==> src/pkg/e1_rx_status_pkg.sv <==
package e1_rx_status_pkg;
	localparam logic [7:0] ADDR_ALARM = 8'h06;
	localparam logic [7:0] ADDR_INFO = 8'h08;
	localparam logic [7:0] ADDR_MASK = 8'h16;
	localparam logic [7:0] ADDR_SYNC = 8'h1e;
	localparam logic [7:0] MASK_RESET = 8'h00;
	// alarm register bit positions
	localparam int A_SA1 = 7;
	localparam int A_DMA = 6;
	localparam int A_SA0 = 5;
	localparam int A_SLIP = 4;
	localparam int A_UA1 = 3;
	localparam int A_RRA = 2;
	localparam int A_RCL = 1;
	localparam int A_LOS = 0;
	// information register bit positions
	localparam int I_TXF = 7;
	localparam int I_TXE = 6;
	localparam int I_JA = 5;
	localparam int I_RXF = 4;
	localparam int I_RXE = 3;
	localparam int I_CRC = 2;
	localparam int I_FAS = 1;
	localparam int I_CAS = 0;
	localparam int FAS_ERR_RUN = 3;
	localparam int CAS_ERR_RUN = 2;
	localparam int DMA_RUN = 2;
	localparam int RRA_RUN = 3;
	localparam logic [9:0] CRC_BLOCK = 10'h3e8;
	localparam logic [9:0] CRC_ERR_TRIP = 10'h393;
	localparam logic [11:0] CL_ZEROS_STD = 12'h0ff;
	localparam logic [11:0] CL_ZEROS_EXT = 12'h800;
	localparam logic [7:0] CL_WIN = 8'hff;
	localparam logic [5:0] CL_ONES = 6'h20;
	localparam logic [8:0] UA_WIN_LAST = 9'h1ff;
	localparam logic [1:0] MIN_ZEROS = 2'h3;
	localparam int JA_MARGIN = 4;
	typedef struct packed {
		logic [7:0] addr;
		logic wr;
		logic rd;
		logic [7:0] wdata;
	} reg_req_t;
endpackage

==> src/hw/e1_rx_status_monitor.sv <==
`timescale 1ns/100ps
module e1_rx_status_monitor #(parameter int JA_DEPTH = 32) (
	input wire logic clk,
	input wire logic rst_n,
	input e1_rx_status_pkg::reg_req_t regReq,
	output logic [7:0] rdData,
	output logic intN,
	input wire logic bitStb,
	input wire logic recoveredDataPosIn,
	input wire logic recoveredDataNegIn,
	input wire logic lineRxTip,
	input wire logic lineRxRing,
	input wire logic ts16Bit,
	input wire logic mfEnd,
	input wire logic dmaStb,
	input wire logic dmaBit,
	input wire logic nafStb,
	input wire logic nafBit3,
	input wire logic fasWordStb,
	input wire logic fasWordErr,
	input wire logic casWordStb,
	input wire logic casWordErr,
	input wire logic crcWordStb,
	input wire logic crcWordErr,
	input wire logic fasFalseLock,
	input wire logic crc4SearchTimeout,
	input wire logic crc4SyncGained,
	input wire logic crc4FramingEnable,
	input wire logic extendedCarrierLossSel,
	input wire logic framerAligned,
	input wire logic fasSearchActive,
	input wire logic casMfSearchActive,
	input wire logic crc4MfSearchActive,
	input wire logic txStoreFullEv,
	input wire logic txStoreEmptyEv,
	input wire logic rxStoreFullEv,
	input wire logic rxStoreEmptyEv,
	input wire logic [$clog2(JA_DEPTH+1)-1:0] jaFill,
	output logic fasRecheck
);
	localparam int FW = $clog2(JA_DEPTH + 1);
	initial begin
		if (JA_DEPTH <= e1_rx_status_pkg::JA_MARGIN) $error("jitter depth too small");
	end

	// register decode
	wire selAlarm = regReq.addr == e1_rx_status_pkg::ADDR_ALARM;
	wire selInfo = regReq.addr == e1_rx_status_pkg::ADDR_INFO;
	wire selMask = regReq.addr == e1_rx_status_pkg::ADDR_MASK;
	wire selSync = regReq.addr == e1_rx_status_pkg::ADDR_SYNC;
	wire rdAlarm = regReq.rd && selAlarm;
	wire rdInfo = regReq.rd && selInfo;

	logic [7:0] alarmMask_r;
	logic [7:0] alarmView;
	logic [7:0] alarmLatched;
	logic [7:0] infoView;
	logic [7:0] infoLatched;
	logic [7:0] syncStat;

	// carrier loss on the line inputs
	logic [11:0] zeroRun_r;
	logic [7:0] clWin_r;
	logic [5:0] clOnes_r;
	logic carrierLoss_r;
	wire lineZero = !lineRxTip && !lineRxRing;
	wire [11:0] clLimit = extendedCarrierLossSel ? e1_rx_status_pkg::CL_ZEROS_EXT
		: e1_rx_status_pkg::CL_ZEROS_STD;
	wire [11:0] zeroRunInc = zeroRun_r + 12'h001;
	wire clSet = bitStb && lineZero && (zeroRunInc >= clLimit);
	wire [5:0] clOnesNxt = (lineZero || clOnes_r == e1_rx_status_pkg::CL_ONES) ? clOnes_r : clOnes_r + 6'h01;
	wire clWinEnd = bitStb && clWin_r == e1_rx_status_pkg::CL_WIN - 8'h01;
	wire clClr = clWinEnd && clOnesNxt >= e1_rx_status_pkg::CL_ONES;
	always_ff @(posedge clk or negedge rst_n) begin
		if (!rst_n) begin
			zeroRun_r <= '0;
			clWin_r <= '0;
			clOnes_r <= '0;
			carrierLoss_r <= 1'b0;
		end else if (bitStb) begin
			zeroRun_r <= !lineZero ? 12'h000 : (clSet ? zeroRun_r : zeroRunInc);
			clWin_r <= (clWinEnd || !carrierLoss_r) ? 8'h00 : clWin_r + 8'h01;
			clOnes_r <= (clWinEnd || !carrierLoss_r) ? 6'h00 : clOnesNxt;
			if (clSet) begin
				carrierLoss_r <= 1'b1;
			end else if (clClr) begin
				carrierLoss_r <= 1'b0;
			end
		end
	end

	// unframed all ones on the recovered data, fixed 512-bit windows
	logic [8:0] uaWin_r;
	logic [1:0] uaZeros_r;
	logic unframedOnes_r;
	wire dataZero = !recoveredDataPosIn && !recoveredDataNegIn;
	wire [1:0] uaZerosNxt = (dataZero && uaZeros_r != e1_rx_status_pkg::MIN_ZEROS) ? uaZeros_r + 2'h1 : uaZeros_r;
	wire uaEnd = bitStb && uaWin_r == e1_rx_status_pkg::UA_WIN_LAST;
	always_ff @(posedge clk or negedge rst_n) begin
		if (!rst_n) begin
			uaWin_r <= '0;
			uaZeros_r <= '0;
			unframedOnes_r <= 1'b0;
		end else if (bitStb) begin
			uaWin_r <= uaWin_r + 9'h001;
			uaZeros_r <= uaEnd ? 2'h0 : uaZerosNxt;
			if (uaEnd) begin
				unframedOnes_r <= uaZerosNxt < e1_rx_status_pkg::MIN_ZEROS;
			end
		end
	end

	// timeslot 16 over each multiframe; a rolling signature spots signaling changes
	logic [1:0] tsZeros_r;
	logic tsOne_r;
	logic [7:0] sig_r;
	logic [7:0] prevSig_r;
	logic sigValid_r;
	logic sigAllOnes_r;
	logic sigAllZeros_r;
	logic sigChange_r;
	wire tsBit = bitStb && ts16Bit;
	wire tsData = recoveredDataPosIn || recoveredDataNegIn;
	wire [1:0] tsZerosNxt = (tsBit && !tsData && tsZeros_r != e1_rx_status_pkg::MIN_ZEROS) ? tsZeros_r + 2'h1
		: tsZeros_r;
	wire tsOneNxt = tsOne_r || (tsBit && tsData);
	wire [7:0] sigNxt = tsBit ? {sig_r[6:0], sig_r[7] ^ tsData} : sig_r;
	always_ff @(posedge clk or negedge rst_n) begin
		if (!rst_n) begin
			tsZeros_r <= '0;
			tsOne_r <= 1'b0;
			sig_r <= '0;
			prevSig_r <= '0;
			sigValid_r <= 1'b0;
			sigAllOnes_r <= 1'b0;
			sigAllZeros_r <= 1'b0;
			sigChange_r <= 1'b0;
		end else begin
			sigChange_r <= mfEnd && sigValid_r && (sigNxt != prevSig_r);
			if (mfEnd) begin
				sigAllOnes_r <= tsZerosNxt < e1_rx_status_pkg::MIN_ZEROS;
				sigAllZeros_r <= !tsOneNxt;
				prevSig_r <= sigNxt;
				sigValid_r <= 1'b1;
				tsZeros_r <= '0;
				tsOne_r <= 1'b0;
				sig_r <= '0;
			end else begin
				tsZeros_r <= tsZerosNxt;
				tsOne_r <= tsOneNxt;
				sig_r <= sigNxt;
			end
		end
	end

	// consecutive-occurrence filters
	logic distantMf;
	logic farEnd;
	logic fasErrState;
	logic casErrState;
	logic fasRun;
	logic casRun;
	consec_filter #(.N(e1_rx_status_pkg::DMA_RUN)) uDma (.clk(clk), .rst_n(rst_n),
		.stb(dmaStb), .sample(dmaBit), .state(distantMf), .rise());
	consec_filter #(.N(e1_rx_status_pkg::RRA_RUN)) uRra (.clk(clk), .rst_n(rst_n),
		.stb(nafStb), .sample(nafBit3), .state(farEnd), .rise());
	consec_filter #(.N(e1_rx_status_pkg::FAS_ERR_RUN)) uFas (.clk(clk), .rst_n(rst_n),
		.stb(fasWordStb), .sample(fasWordErr), .state(fasErrState), .rise(fasRun));
	consec_filter #(.N(e1_rx_status_pkg::CAS_ERR_RUN)) uCas (.clk(clk), .rst_n(rst_n),
		.stb(casWordStb), .sample(casWordErr), .state(casErrState), .rise(casRun));

	// crc4 codeword error density over blocks of 1000
	logic [9:0] crcCnt_r;
	logic [9:0] crcErr_r;
	logic crcTrip_r;
	wire [9:0] crcErrNxt = crcErr_r + {9'h000, crcWordErr};
	wire crcEnd = crcWordStb && crcCnt_r == e1_rx_status_pkg::CRC_BLOCK - 10'h001;
	always_ff @(posedge clk or negedge rst_n) begin
		if (!rst_n) begin
			crcCnt_r <= '0;
			crcErr_r <= '0;
			crcTrip_r <= 1'b0;
		end else begin
			crcTrip_r <= crcEnd && crcErrNxt >= e1_rx_status_pkg::CRC_ERR_TRIP;
			if (crcWordStb) begin
				crcCnt_r <= crcEnd ? 10'h000 : crcCnt_r + 10'h001;
				crcErr_r <= crcEnd ? 10'h000 : crcErrNxt;
			end
		end
	end

	// crc4 search counter and live synchronizer state
	logic [5:0] searchCnt_r;
	logic rxLos_r;
	logic jaTrip_r;
	always_ff @(posedge clk or negedge rst_n) begin
		if (!rst_n) begin
			searchCnt_r <= '0;
			rxLos_r <= 1'b0;
			jaTrip_r <= 1'b0;
			fasRecheck <= 1'b0;
			syncStat <= '0;
		end else begin
			if (!crc4FramingEnable || crc4SyncGained) begin
				searchCnt_r <= '0;
			end else if (crc4SearchTimeout) begin
				searchCnt_r <= searchCnt_r + 6'h01;
			end
			rxLos_r <= !framerAligned;
			jaTrip_r <= jaFill >= FW'(JA_DEPTH - e1_rx_status_pkg::JA_MARGIN);
			fasRecheck <= crc4MfSearchActive;
			syncStat <= {searchCnt_r[5:2], searchCnt_r[0], fasSearchActive,
				casMfSearchActive, crc4MfSearchActive};
		end
	end

	// latched registers
	wire [7:0] infoEv = {txStoreFullEv, txStoreEmptyEv, 1'b0, rxStoreFullEv, rxStoreEmptyEv,
		crcTrip_r, fasRun || (fasRecheck && fasFalseLock), casRun};
	wire [7:0] infoHold = {2'b00, jaTrip_r, 5'b00000};
	wire rxSlip = rxStoreFullEv || rxStoreEmptyEv;
	wire [7:0] alarmLvl = {sigAllOnes_r, distantMf, sigAllZeros_r, 1'b0, unframedOnes_r,
		farEnd, carrierLoss_r, rxLos_r};
	wire [7:0] alarmEv = {sigChange_r, 2'b00, rxSlip, 4'h0} | {sigChange_r, 2'b00, 5'h00}
		| {2'b00, sigChange_r, 5'h00};
	latch_reg #(.W(8)) uInfo (.clk(clk), .rst_n(rst_n), .setEv(infoEv), .hold(infoHold),
		.wrStb(regReq.wr && selInfo), .wrMask(regReq.wdata), .rdStb(rdInfo),
		.view(infoView), .latched(infoLatched));
	latch_reg #(.W(8)) uAlarm (.clk(clk), .rst_n(rst_n), .setEv(alarmEv), .hold(alarmLvl),
		.wrStb(regReq.wr && selAlarm), .wrMask(regReq.wdata), .rdStb(rdAlarm),
		.view(alarmView), .latched(alarmLatched));

	// interrupt: low-order alarms interrupt on either edge, bits 7 and 5 on onset or signaling change, bit 4 on slip
	logic [7:0] alarmPrev_r;
	logic [7:0] pend_r;
	logic [7:0] alarmSel_r;
	wire [7:0] lvlEdge = alarmLvl ^ alarmPrev_r;
	wire [7:0] intCause = alarmEv | (lvlEdge & {alarmLvl[7:5], 1'b0, 4'hf});
	// only bits the host selected for this read release the pin
	wire [7:0] pendClr = rdAlarm ? (alarmView & alarmSel_r) : 8'h00;
	wire [7:0] pend_nxt = (pend_r & ~pendClr) | (intCause & alarmMask_r);
	wire [7:0] rdMux = selAlarm ? alarmView : selInfo ? infoView : selMask ? alarmMask_r
		: selSync ? syncStat : 8'h00;
	always_ff @(posedge clk or negedge rst_n) begin
		if (!rst_n) begin
			alarmPrev_r <= '0;
			pend_r <= '0;
			alarmMask_r <= e1_rx_status_pkg::MASK_RESET;
			alarmSel_r <= '0;
			intN <= 1'b1;
			rdData <= '0;
		end else begin
			alarmPrev_r <= alarmLvl;
			pend_r <= pend_nxt;
			intN <= !(|(pend_nxt & alarmMask_r));
			if (regReq.wr && selAlarm) begin
				alarmSel_r <= regReq.wdata;
			end
			if (regReq.wr && selMask) begin
				alarmMask_r <= regReq.wdata;
			end
			if (regReq.rd) begin
				rdData <= rdMux;
			end
		end
	end

	property p_txFull;
		@(posedge clk) disable iff (!rst_n) txStoreFullEv |=> infoLatched[e1_rx_status_pkg::I_TXF];
	endproperty
	a_txFull: assert property (p_txFull) else $error("tx store full not latched");
	property p_slip;
		@(posedge clk) disable iff (!rst_n) rxStoreEmptyEv |=> alarmLatched[e1_rx_status_pkg::A_SLIP]
			&& infoLatched[e1_rx_status_pkg::I_RXE];
	endproperty
	a_slip: assert property (p_slip) else $error("rx slip not latched");
	property p_ja;
		@(posedge clk) disable iff (!rst_n) jaFill >= FW'(JA_DEPTH - e1_rx_status_pkg::JA_MARGIN)
			|=> ##1 infoLatched[e1_rx_status_pkg::I_JA];
	endproperty
	a_ja: assert property (p_ja) else $error("jitter trip missed");
	property p_cntInc;
		@(posedge clk) disable iff (!rst_n) crc4SearchTimeout && crc4FramingEnable && !crc4SyncGained
			|=> searchCnt_r == $past(searchCnt_r) + 6'h01;
	endproperty
	a_cntInc: assert property (p_cntInc) else $error("search count did not step");
	property p_cntClr;
		@(posedge clk) disable iff (!rst_n) !crc4FramingEnable |=> searchCnt_r == 6'h00;
	endproperty
	a_cntClr: assert property (p_cntClr) else $error("search count not cleared");
	property p_los;
		@(posedge clk) disable iff (!rst_n) !framerAligned |=> ##1 alarmLatched[e1_rx_status_pkg::A_LOS];
	endproperty
	a_los: assert property (p_los) else $error("loss of sync not flagged");
	property p_ssr;
		@(posedge clk) disable iff (!rst_n) regReq.rd && selSync |=> rdData == $past(syncStat)
			&& ($stable(alarmLatched) || $past(|alarmEv) || $past(|alarmLvl));
	endproperty
	a_ssr: assert property (p_ssr) else $error("sync status read wrong");
	property p_int;
		@(posedge clk) disable iff (!rst_n) |(intCause & alarmMask_r) |=> !intN ##0 pend_r != 8'h00;
	endproperty
	a_int: assert property (p_int) else $error("interrupt not asserted");
	property p_mask;
		@(posedge clk) disable iff (!rst_n) alarmMask_r == 8'h00 |=> intN;
	endproperty
	a_mask: assert property (p_mask) else $error("masked interrupt fired");
endmodule

==> src/hw/consec_filter.sv <==
`timescale 1ns/100ps
// state flips after N consecutive strobed samples disagreeing with it
module consec_filter #(parameter int N = 3) (
	input wire logic clk,
	input wire logic rst_n,
	input wire logic stb,
	input wire logic sample,
	output logic state,
	output logic rise
);
	localparam int CW = $clog2(N + 1);
	logic [CW-1:0] run_r;
	wire differ = stb && (sample != state);
	wire flip = differ && (run_r == CW'(N - 1));
	initial begin
		if (N < 1) $error("consec_filter needs N of at least one");
	end
	always_ff @(posedge clk or negedge rst_n) begin
		if (!rst_n) begin
			run_r <= '0;
			state <= 1'b0;
			rise <= 1'b0;
		end else begin
			rise <= flip && !state;
			if (flip) begin
				run_r <= '0;
				state <= ~state;
			end else if (differ) begin
				run_r <= run_r + 1'b1;
			end else if (stb) begin
				run_r <= '0;
			end
		end
	end
endmodule

==> src/hw/latch_reg.sv <==
`timescale 1ns/100ps
// sticky flags with a host-selected read view; set and persisting level beat the read clear
module latch_reg #(parameter int W = 8) (
	input wire logic clk,
	input wire logic rst_n,
	input wire logic [W-1:0] setEv,
	input wire logic [W-1:0] hold,
	input wire logic wrStb,
	input wire logic [W-1:0] wrMask,
	input wire logic rdStb,
	output logic [W-1:0] view,
	output logic [W-1:0] latched
);
	// a read clears only what the last mask write asked for; stale view bits keep their flags
	logic [W-1:0] sel_r;
	wire [W-1:0] rdClr = rdStb ? (view & sel_r) : '0;
	wire [W-1:0] latch_nxt = (latched & ~rdClr) | setEv | hold;
	wire [W-1:0] view_nxt = wrStb ? ((wrMask & latched) | (~wrMask & view)) : view;
	initial begin
		if (W < 1) $error("latch_reg needs a width");
	end
	always_ff @(posedge clk or negedge rst_n) begin
		if (!rst_n) begin
			latched <= '0;
			view <= '0;
			sel_r <= '0;
		end else begin
			latched <= latch_nxt;
			view <= view_nxt;
			sel_r <= wrStb ? wrMask : sel_r;
		end
	end
endmodule

==> config.mk <==
export PLATFORM = sky130hd
export DESIGN_NAME = e1_rx_status_monitor
export DESIGN_NICKNAME = d
export VERILOG_FILES = /design/src/pkg/e1_rx_status_pkg.sv /design/src/hw/e1_rx_status_monitor.sv /design/src/hw/consec_filter.sv /design/src/hw/latch_reg.sv
export SDC_FILE = /design/constraint.sdc
export NUM_CORES = 1
export LEC_CHECK = 0
export BUFFER_PORTS_ARGS = -buffer_cell sky130_fd_sc_hd__buf_2
export CORE_UTILIZATION = 52
export DETAILED_ROUTE_END_ITERATION = 10
export GPL_ROUTABILITY_DRIVEN = 0
export PLACE_DENSITY = 0.7
export SLEW_MARGIN = 20
export SYNTH_ARGS = -nofsm -noshare
export SYNTH_HDL_FRONTEND = slang
export SYNTH_SLANG_ARGS = --single-unit
==> constraint.sdc <==
create_clock -name clk -period 7 [get_ports clk]
set_input_delay 0.35 -clock clk [delete_from_list [all_inputs] [get_ports clk]]
set_output_delay 0.35 -clock clk [all_outputs]
set_load 0.005 [all_outputs]
=== After elaboration in Yosys (flattened, before gate mapping) ===
Cells that the tools add are included.
Widths: inputs -> output; s select.

* Multiplexer cells: 37
* Reduce and logical (&&, ||, !) cells: 61
* Bitwise operators: 31
* Equal/unequal tests: 20
* Magnitude comparators: 6
* $add $sub $neg: 13

{| class="wikitable"
|+ Operators with widths
! cell !! number
|-
| $and 8x8->8 || 12
|-
| $mux 8 || 9
|-
| $or 8x8->8 || 8
|-
| $mux 12 || 3
|-
| $logic_and 1x1->1 || 32
|-
| $mux 2 || 16
|-
| $mux 6 || 4
|-
| $not 8->8 || 3
|-
| $mux 10 || 2
|-
| $eq 8x5->1 const B || 2
|-
| $or 8x6->8 || 2
|-
| $add 12x1->12 const B || 1
|-
| $add 2x1->2 const B || 6
|-
| $add 6x1->6 const B || 2
|-
| $ge 12x12->1 || 1
|-
| $logic_not 1->1 || 12
|-
| $reduce_bool 3->1 || 4
|-
| $add 10x1->10 || 1
|-
| $add 10x1->10 const B || 1
|-
| $eq 10x10->1 const B || 1
|-
| $ge 10x10->1 const B || 1
|-
| $add 9x1->9 const B || 1
|-
| $eq 9x9->1 const B || 1
|-
| $add 8x1->8 const B || 1
|-
| 20 further kinds || 42
|}

* Output and inout bits: 10
* Flip-flop bits (word level): 194
* Input port bits: 56
* Logic and storage cells: 212

=== Depth between registers and ports, before layout ===
Gate-level depths: netlist of run 1.

* Depth after elaboration: 9
* Mapped depth: 14
* Depth with buffers taken out: 12

=== Cells and area by module ===
Synthesis of run 1 repeated with hierarchy kept, for this count alone.

* Cell total of the unflattened synthesis: 871
* Area total of the unflattened synthesis: 9451.6 sq um

{| class="wikitable"
|+ By module, submodules not included
! module !! times used !! seq. area each (sq um) !! cells each !! area an instance (sq um)
|-
| e1_rx_status_monitor || 1 || 3479.6 || 663 || 6866.6
|-
| latch_reg || 2 || 600.6 || 74 || 929.6
|-
| consec_filter || 4 || 100.1 || 15 || 181.4
|}

=== Least setup slack after synthesis of run 1 ===
OpenSTA, ideal clock, no wires.

* Kind: register to register
* From: register zeroRun_r[0]
* To: register zeroRun_r[3]
* Slack: 4.150 ns
* Required time: 6.847 ns
* Buffers on the path: 0
* Arrival time: 2.697 ns
* Setup time: 0.153 ns
* Cell stages (with the launch flop): 12
* Path through: dfrtp_1 > ha_1 > nand3_1 > nor2_1 > xnor2_1 > ha_1 > nand2_1 > o21ai_0 > a2111oi_0 > a21oi_1 > a211oi_2 > o221ai_1

* Word-level cells in the longest chain between the ends: 5
* Elaborated cells on any way between the ends: 7

{| class="wikitable"
|+ Ends and longest elaborated chain
! what !! RTL line !! RTL
|-
| from (decl) || e1_rx_status_monitor.sv:62 || <nowiki>logic [11:0] zeroRun_r;</nowiki>
|-
| from (signal assigned) || e1_rx_status_monitor.sv:81 || <nowiki>zeroRun_r <= !lineZero ? 12'h000 : (clSet ? zeroRun_r : zeroRunInc);</nowiki>
|-
| $add 12x1->12 * || e1_rx_status_monitor.sv:69 || <nowiki>wire [11:0] zeroRunInc = zeroRun_r + 12'h001;</nowiki>
|-
| $ge 12x12->1 || e1_rx_status_monitor.sv:70 || <nowiki>wire clSet = bitStb && lineZero && (zeroRunInc >= clLimit);</nowiki>
|-
| $logic_and 1x1->1 || e1_rx_status_monitor.sv:70 ||
|-
| $ne 2x2->1 (no source line) || - ||
|-
| $reduce_and 2->1 (no source line) || - ||
|}

Mark *: on every way between the ends. The rest lies on a longest branch, timed or not. The select of a mux whose other input is x is not followed.
A chain may end at the register's enable or synchronous reset.

=== Worst setup path in the final report of run 1 ===
* From: register zeroRun_r[0]
* To: register zeroRun_r[6]

The elaborated chain is that of the path after synthesis.

==> impl_metrics.json, run 1 <==
{
  "hold_viol_final": 0,
  "cp-start-kind": "flop",
  "top_level_ports": 66,
  "status": "complete, no violations",
  "vias": 6347,
  "power_density_mw_per_mm2": 279,
  "hp-start": "casMfSearchActive",
  "clockRootBuffer": "clkbuf_16",
  "finalWirelength_um": 17200,
  "grt_pass1_vias": 6069,
  "fin_crit_ns": 3.65,
  "timing.rr.start": "zeroRun_r[0]",
  "clock_skew_ns": 0.00857,
  "clockBufferDepth": 2,
  "ys_types": 60,
  "ant_nets": 0,
  "hold_ws_ns": 0.0269,
  "cp_max_fo": 12,
  "p_leak_nw": 4.62,
  "cts_resized": 0,
  "die_h_um": 133,
  "cp.arrival_ns": 3.99,
  "ys_seq_area_share_pct": 54.1,
  "port_buffers": 63,
  "die_area_mm2": 0.0177,
  "pre_cts_ws_ns": 3.41,
  "antenna_found_initial": 2,
  "setup_viol_count_final": 0,
  "clock_sinks": 193,
  "die_w_um": 133,
  "syn_nets": 934,
  "synth_cells": 852,
  "gr-total-overflow": 0,
  "rsz0062_at_grt": "false",
  "cts_tree": "yes",
  "cap_violations": 0,
  "place_hpwl_um": 11800,
  "std_cell_rows": 47,
  "synthFlopType": "dfrtp_1",
  "final.setup.worst_slack_ns": 3.35,
  "grt_pass1_wl_um": 29400,
  "rr_worst_depth": 11,
  "drc_errors": 0,
  "syn_area_mm2": 0.00893,
  "clkTransAtPathRegs_ns": 0.07,
  "min_path_cells": 1,
  "gr-usage-all-layers_pct": 21.0,
  "core_mm2": 0.0167,
  "crit_type": "reg -> reg",
  "yosysWarnings": 0,
  "slew_headroom_pct": 28.3,
  "wl_per_cell_um": 15.0,
  "post-route-period-util_pct": 52.2,
  "htreeDepth": 4,
  "start_util_pct": 53.5,
  "peakVddDrop_uv": 206,
  "crit_required_ns": 7.33,
  "worst_pin_slew_ns": 1.07,
  "first_iter_violations": 420,
  "crit_chain": "ha_1, nand3_1, nor2_1, xnor2_1, ha_1, nand2_1, o21ai_0, a2111oi_0, o2bb2ai_1, nand2_1, o221ai_1",
  "final.setup.tns_ns": 0,
  "async_flop_share_pct": 100,
  "viasPerCell": 5.53,
  "reg2reg_slack_ns": 3.35,
  "slowest_stage": "o2bb2ai_1",
  "cts_buffers": 17,
  "clock_latency_ns": 0.43,
  "min_to": "syncStat[1]",
  "slew_violations": 0,
  "cts_hold_buf": 0,
  "slowest_delay_ns": 0.47,
  "fmax_mhz": 274,
  "first_pass_iters": 5,
  "cts_setup_buffers": 0,
  "grt_max_degree": 120,
  "synth_edf_count": 0,
  "drive_gt1_share_pct": 15.2,
  "avgSynthCellArea_um2": 10.5,
  "r2r_end": "zeroRun_r[6]",
  "syn_to_final_growth_pct": 12.2,
  "nets": 994,
  "critPathCaptureType": "flop",
  "hold_path.class": "in -> reg",
  "ys_ff_latch": 193
}
[cells in the mapped netlist (7+ instances only)]
| master | number | area share, % |
|---|---|---|
| a21o_1 | 17 | 1.4 |
| a21oi_1 | 22 | 1.2 |
| a221o_1 | 9 | 1.0 |
| a221oi_1 | 8 | 0.78 |
| and3_1 | 11 | 0.77 |
| clkbuf_1 | 16 | 0.67 |
| dfrtp_1 | 192 | 54 |
| ha_1 | 26 | 3.6 |
| inv_1 | 38 | 1.6 |
| mux2_2 | 34 | 4.3 |
| mux2i_1 | 13 | 1.5 |
| nand2_1 | 104 | 4.4 |
| nand2b_1 | 7 | 0.49 |
| nand3_1 | 43 | 2.4 |
| nand4_1 | 18 | 1.3 |
| nor2_1 | 86 | 3.6 |
| nor3_1 | 14 | 0.78 |
| o21ai_0 | 34 | 1.9 |
| o22ai_1 | 11 | 0.77 |
| xnor2_1 | 38 | 3.7 |
| xor2_1 | 20 | 2.0 |
[worst max-delay path by stage]
| stage | startpoint | to | slack (ns) | depth (start not counted) |
|---|---|---|---|---|
| final | zeroRun_r[0] | zeroRun_r[6] | 3.35 | 11 |
| after global routing | zeroRun_r[0] | zeroRun_r[3] | 2.97 | 11 |
| after CTS | zeroRun_r[0] | zeroRun_r[6] | 3.36 | 11 |
| after detailed placement | zeroRun_r[0] | zeroRun_r[6] | 3.41 | 11 |
| after global placement | zeroRun_r[0] | zeroRun_r[3] | 3.44 | 11 |
| after floorplan | zeroRun_r[0] | zeroRun_r[3] | 4.15 | 11 |
[stage by stage]
| step | area, um2 | power (mW) | util, % | instances |
|---|---|---|---|---|
| after global placement | 9450 | 1.86 | 56.6 | 1113 |
| after CTS | 10000 | 2.82 | 60.0 | 1145 |
| after detailed placement | 9450 | 1.88 | 56.6 | 1113 |
| after global routing | 10000 | 2.95 | 60.0 | 1145 |
| final | 10000 | 2.79 | 60.0 | 1147 |
| after floorplan | 8930 | 1.74 | - | 852 |
[placed cells by master (no fill, tap or decap), drive strengths merged, types with 5 or more instances in the layout]
| cell | instances |
|---|---|
| nand2b | 7 |
| clkbuf | 19 |
| inv | 42 |
| dfrtp | 192 |
| nor4 | 5 |
| mux2 | 34 |
| nand4 | 18 |
| a221o | 9 |
| a21oi | 22 |
| a22o | 5 |
| nor2 | 87 |
| o21ai | 34 |
| xor2 | 20 |
| buf | 64 |
| xnor2 | 38 |
| o22ai | 11 |
| a221oi | 8 |
| nor3 | 15 |
| ha | 26 |
| a21o | 17 |
| and3 | 11 |
| mux2i | 13 |
| clkinv | 8 |
| nand3 | 43 |
| nand2 | 104 |
| nor2b | 6 |
[sequential cells by signal (all words and copies together), names as in the netlist, 9 cells and up, named ones only]
| register | flops |
|---|---|
| zeroRun_r | 12 |
| crcCnt_r | 10 |
| crcErr_r | 10 |
| uaWin_r | 9 |
[per-layer routing]
metal | global-route usage [%] | share of wire (%) | wire length, um | up-vias
met5 | 0 | 0 | 0 | -
met4 | 7.66 | 1.6 | 274 | 0
met3 | 3.72 | 3.9 | 671 | 19
met2 | 33.3 | 46 | 7980 | 123
met1 | 29.0 | 48 | 8300 | 3077
li1 | - | - | - | 3128
[power breakdown]
part | internal (mW) | switching (mW) | leakage (nW) | total (mW)
Sequential | 1.28 | 0.149 | 2.43 | 1.43
Combinational | 0.209 | 0.220 | 1.91 | 0.429
Clock | 0.506 | 0.433 | 0.280 | 0.939
[cell type report]
class / instances / area [um2]
Tap cell: 220 / 275
Clock buffer: 18 / 439
Clock inverter: 14 / 131
Sequential cell: 193 / 4830
Inverter: 39 / 146
Antenna cell: 2 / 5.00
Timing Repair Buffer: 65 / 339
Fill cell: 1373 / 6680
Multi-Input combinational cell: 596 / 3860
[critical path: cells and delay by family, from the launching register on]
kind	cells	cell delay, ns
AO/OA/AOI/OAI	4	1.31
AND/OR/NAND/NOR	4	1.09
adder cells (fa/ha/maj)	2	0.56
flip-flops	1	0.43
XOR/XNOR	1	0.18
[cells by family after synthesis]
family	Yosys count	synth area share (%)
muxes	47	5.74
DFF	193	54.1
and+or+nand+nor	320	16.9
xor gates and xnor gates	58	5.69
adders and majority gates	26	3.64
buffers and inverters	63	2.73
AOI/OAI and AO/OA	145	11.3
Note: power is estimated with default switching activity, not from simulation.
==> run 2, diff against run 1 <==
--- a/config.mk
+++ b/config.mk
@@ -5,11 +5,12 @@
 export SDC_FILE = /design/constraint.sdc
 export NUM_CORES = 1
 export LEC_CHECK = 0
+export ABC_AREA = 1
 export BUFFER_PORTS_ARGS = -buffer_cell sky130_fd_sc_hd__buf_2
 export CORE_UTILIZATION = 52
 export DETAILED_ROUTE_END_ITERATION = 10
 export GPL_ROUTABILITY_DRIVEN = 0
-export PLACE_DENSITY = 0.7
+export PLACE_DENSITY = 0.73
 export SLEW_MARGIN = 20
 export SYNTH_ARGS = -nofsm -noshare
 export SYNTH_HDL_FRONTEND = slang
==> constraint.sdc (replaced) <==
create_clock -name clk -period 2.9 [get_ports clk]
set_input_delay 0.145 -clock clk [delete_from_list [all_inputs] [get_ports clk]]
set_output_delay 0.145 -clock clk [all_outputs]
set_load 0.005 [all_outputs]
==> run 2 against run 1 <==
  * Global-route usage increased by 0.41 points
  * Final cell count grew 15%
  * Combinational power rose to 2.6 times the previous value
  * Core utilization up 2.3 points
  * Total power up 150%
  * Clock power rose to 2.6 times the previous value
  * Synthesized area hardly changed
  * Sequential share of layout area is 1.8 points lower
  * Largest cell class unchanged
  * Largest power group unchanged
==> impl_metrics.json, run 2 <==
{
  "critPathCaptureType": "flop",
  "p_seq_share_pct": 48.8,
  "die_w_um": 133,
  "htreeDepth": 4,
  "top_level_ports": 66,
  "ys_ff_latch": 193,
  "syn_area_mm2": 0.00893,
  "p_leak_nw": 5.19,
  "crit_chain": "nand3_1, nor2_2, nand2_1, xor2_1, inv_1, ha_1, a21o_1, nor2_1, nand3_2, nor2_2, nand2_2, nand2_4, nand2_4, nand2_4, nand2_4, nand2_1, nand2_1",
  "mostFrequentLayoutCells": "210 x nand2_1, 192 x dfrtp_1, 134 x inv_1",
  "slowest_delay_ns": 0.43,
  "clock_skew_ns": 0.00744,
  "cp-start-kind": "flop",
  "synth.area.mux_share_pct": 1.12,
  "post-route-period-util_pct": 89.8,
  "grt_pass1_wl_um": 30500,
  "ys_types": 44,
  "power.switching_mw": 2.05,
  "die_h_um": 133,
  "largest_reg_flops": 12,
  "die_area_mm2": 0.0177,
  "utilization_pct": 62.4,
  "cp_max_fo": 12,
  "viasPerCell": 5.14,
  "gr-total-overflow": 0,
  "yosysWarnings": 0,
  "async_flop_share_pct": 100,
  "synthSimpleGateAreaFrac_pct": 20.3,
  "antenna_found_initial": 0,
  "synth-xor-area-share_pct": 3.43,
  "clock_sinks": 193,
  "nets": 1170,
  "cap_violations": 0,
  "clockRootBuffer": "clkbuf_16",
  "synth_edf_count": 0,
  "cpMostUsedCell": "nand2_4",
  "core_mm2": 0.0167,
  "crit_buf_inv": 1,
  "syn_nets": 1072,
  "synth_top_family_by_area": "simple AND/OR/NAND/NOR gates",
  "cp.arrival_ns": 2.93,
  "fin_crit_ns": 2.60,
  "hold_viol_final": 0,
  "slew_violations": 0,
  "synth_top_cell_by_area": "dfrtp_1",
  "syn_to_final_growth_pct": 16.6,
  "sw_frac_of_total_pct": 29.6,
  "first_pass_iters": 5,
  "setup_viol_count_final": 0,
  "port_buffers": 63,
  "slew_headroom_pct": 47.7,
  "hold_path.class": "in -> reg",
  "antenna-diode-count": 0,
  "combPwrFrac_pct": 15.9,
  "crit_type": "reg -> reg",
  "peakVddDrop_uv": 516,
  "ant_nets": 0,
  "synthFlopType": "dfrtp_1",
  "slowest_stage": "dfrtp_1",
  "layout_commonest_cell": "nand2_1",
  "std_cell_rows": 47,
  "drive_gt1_share_pct": 12.7,
  "clkTransAtPathRegs_ns": 0.07,
  "synth_cells": 990,
  "synth_top_cell_area_share_pct": 53.8,
  "cts_tree": "yes",
  "top_register": "zeroRun_r",
  "worst_pin_slew_ns": 0.784,
  "intPower_mw": 4.87,
  "yosys-top-cells-count": "210 x nand2_1, 192 x dfrtp_1, 134 x inv_1",
  "reg_top3": "zeroRun_r x12, crcCnt_r x10, crcErr_r x10",
  "fmax_mhz": 384,
  "rsz0062_at_grt": "false",
  "drc_errors": 0,
  "first_iter_violations": 356,
  "synth_fa_ha_area_share_pct": 3.64,
  "power.total_mw": 6.92,
  "wl_per_cell_um": 13.1,
  "clockBufferDepth": 2,
  "crit_required_ns": 3.23,
  "grt_max_degree": 86,
  "vias": 6795,
  "avgSynthCellArea_um2": 9.02,
  "start_util_pct": 53.5,
  "grt_pass1_vias": 6644,
  "clock_latency_ns": 0.43,
  "p_clk_share_pct": 35.3,
  "place_hpwl_um": 11900,
  "final.setup.tns_ns": 0,
  "power_density_mw_per_mm2": 665,
  "fillers": 1380,
  "synthTopCellsByArea": "dfrtp_1 54%, nand2_1 8.8%, inv_1 5.6%",
  "gr-usage-all-layers_pct": 21.4,
  "ys_seq_area_share_pct": 54.1,
  "synth_compound_gate_area_share_pct": 10.8,
  "crit_family": "simple AND/OR/NAND/NOR gates",
  "synth.most_common_cell": "nand2_1",
  "status": "complete, no violations",
  "cts_buffers": 17,
  "finalWirelength_um": 17400
}
[run 2: worst paths after layout]
path	endpoint	slack, ns	start	cells after the start
worst max-delay path	zeroRun_r[1]	0.30	zeroRun_r[0]	17
worst min-delay path	crcErr_r[5]	0.04	crcWordStb	2
worst max register to register	zeroRun_r[1]	0.30	zeroRun_r[0]	17
worst min register to register	alarmPrev_r[7]	0.38	sigAllOnes_r	0
max in group asynchronous	clWin_r[3]	1.79	rst_n	3
min in group asynchronous	rdData[0]	0.30	rst_n	2
[run 2: cell families after synthesis]
kind of cell    Yosys count
compound gates          172
xor+xnor                 35
fa+ha+maj                26
buf+inv                 153
flops                   193
mux                       9
simple gates            402
[run 2: stage by stage]
step	cell area [um2]	hold slack [ns]	cells	worst slack [ns]
after floorplan	8930	-0.151	990	0.496
after global placement	9510	0.237	1261	0.293
after detailed placement	9510	0.243	1261	0.262
after CTS	10400	0.0292	1321	0.234
after global routing	10400	0.0593	1321	0.00343
final	10400	0.0424	1321	0.296
[run 2: layout make-up]
class | count | area, um2 | share of cell area, %
clock inverters | 15 | 198 | 1.90
well taps | 220 | 275 | 2.64
flip-flops and latches | 193 | 4830 | 46.4
inverters | 136 | 510 | 4.90
repair buffers | 96 | 667 | 6.40
multi-input cells | 644 | 3510 | 33.7
clock buffers | 17 | 425 | 4.08
[run 2: per-layer routing]
layer,global-route usage (%),share of wire [%],vias up,wire (um)
li1,-,-,3434,-
met1,29.3,48,3236,8420
met2,34.8,47,99,8200
met4,7.15,1.5,0,253
met5,0,0,-,0
met3,3.45,2.8,26,494
[run 2: power groups by stage]
stage	combinational, mW	sequential (mW)	clock, mW
global route	1.30	3.43	2.60
detailed placement	1.08	3.42	0
CTS	1.12	3.37	2.49
floorplan	0.807	3.36	0
finish	1.10	3.38	2.45
global placement	1.03	3.40	0
[run 2: what timing repair did]
action / CTS / global route
endpoints found under the setup margin: 0 / 12
buffers inserted: 0 / 0
hold buffers: 28 / 0
hold endpoints to repair: 119 / 0
gates resized for setup: 0 / 1
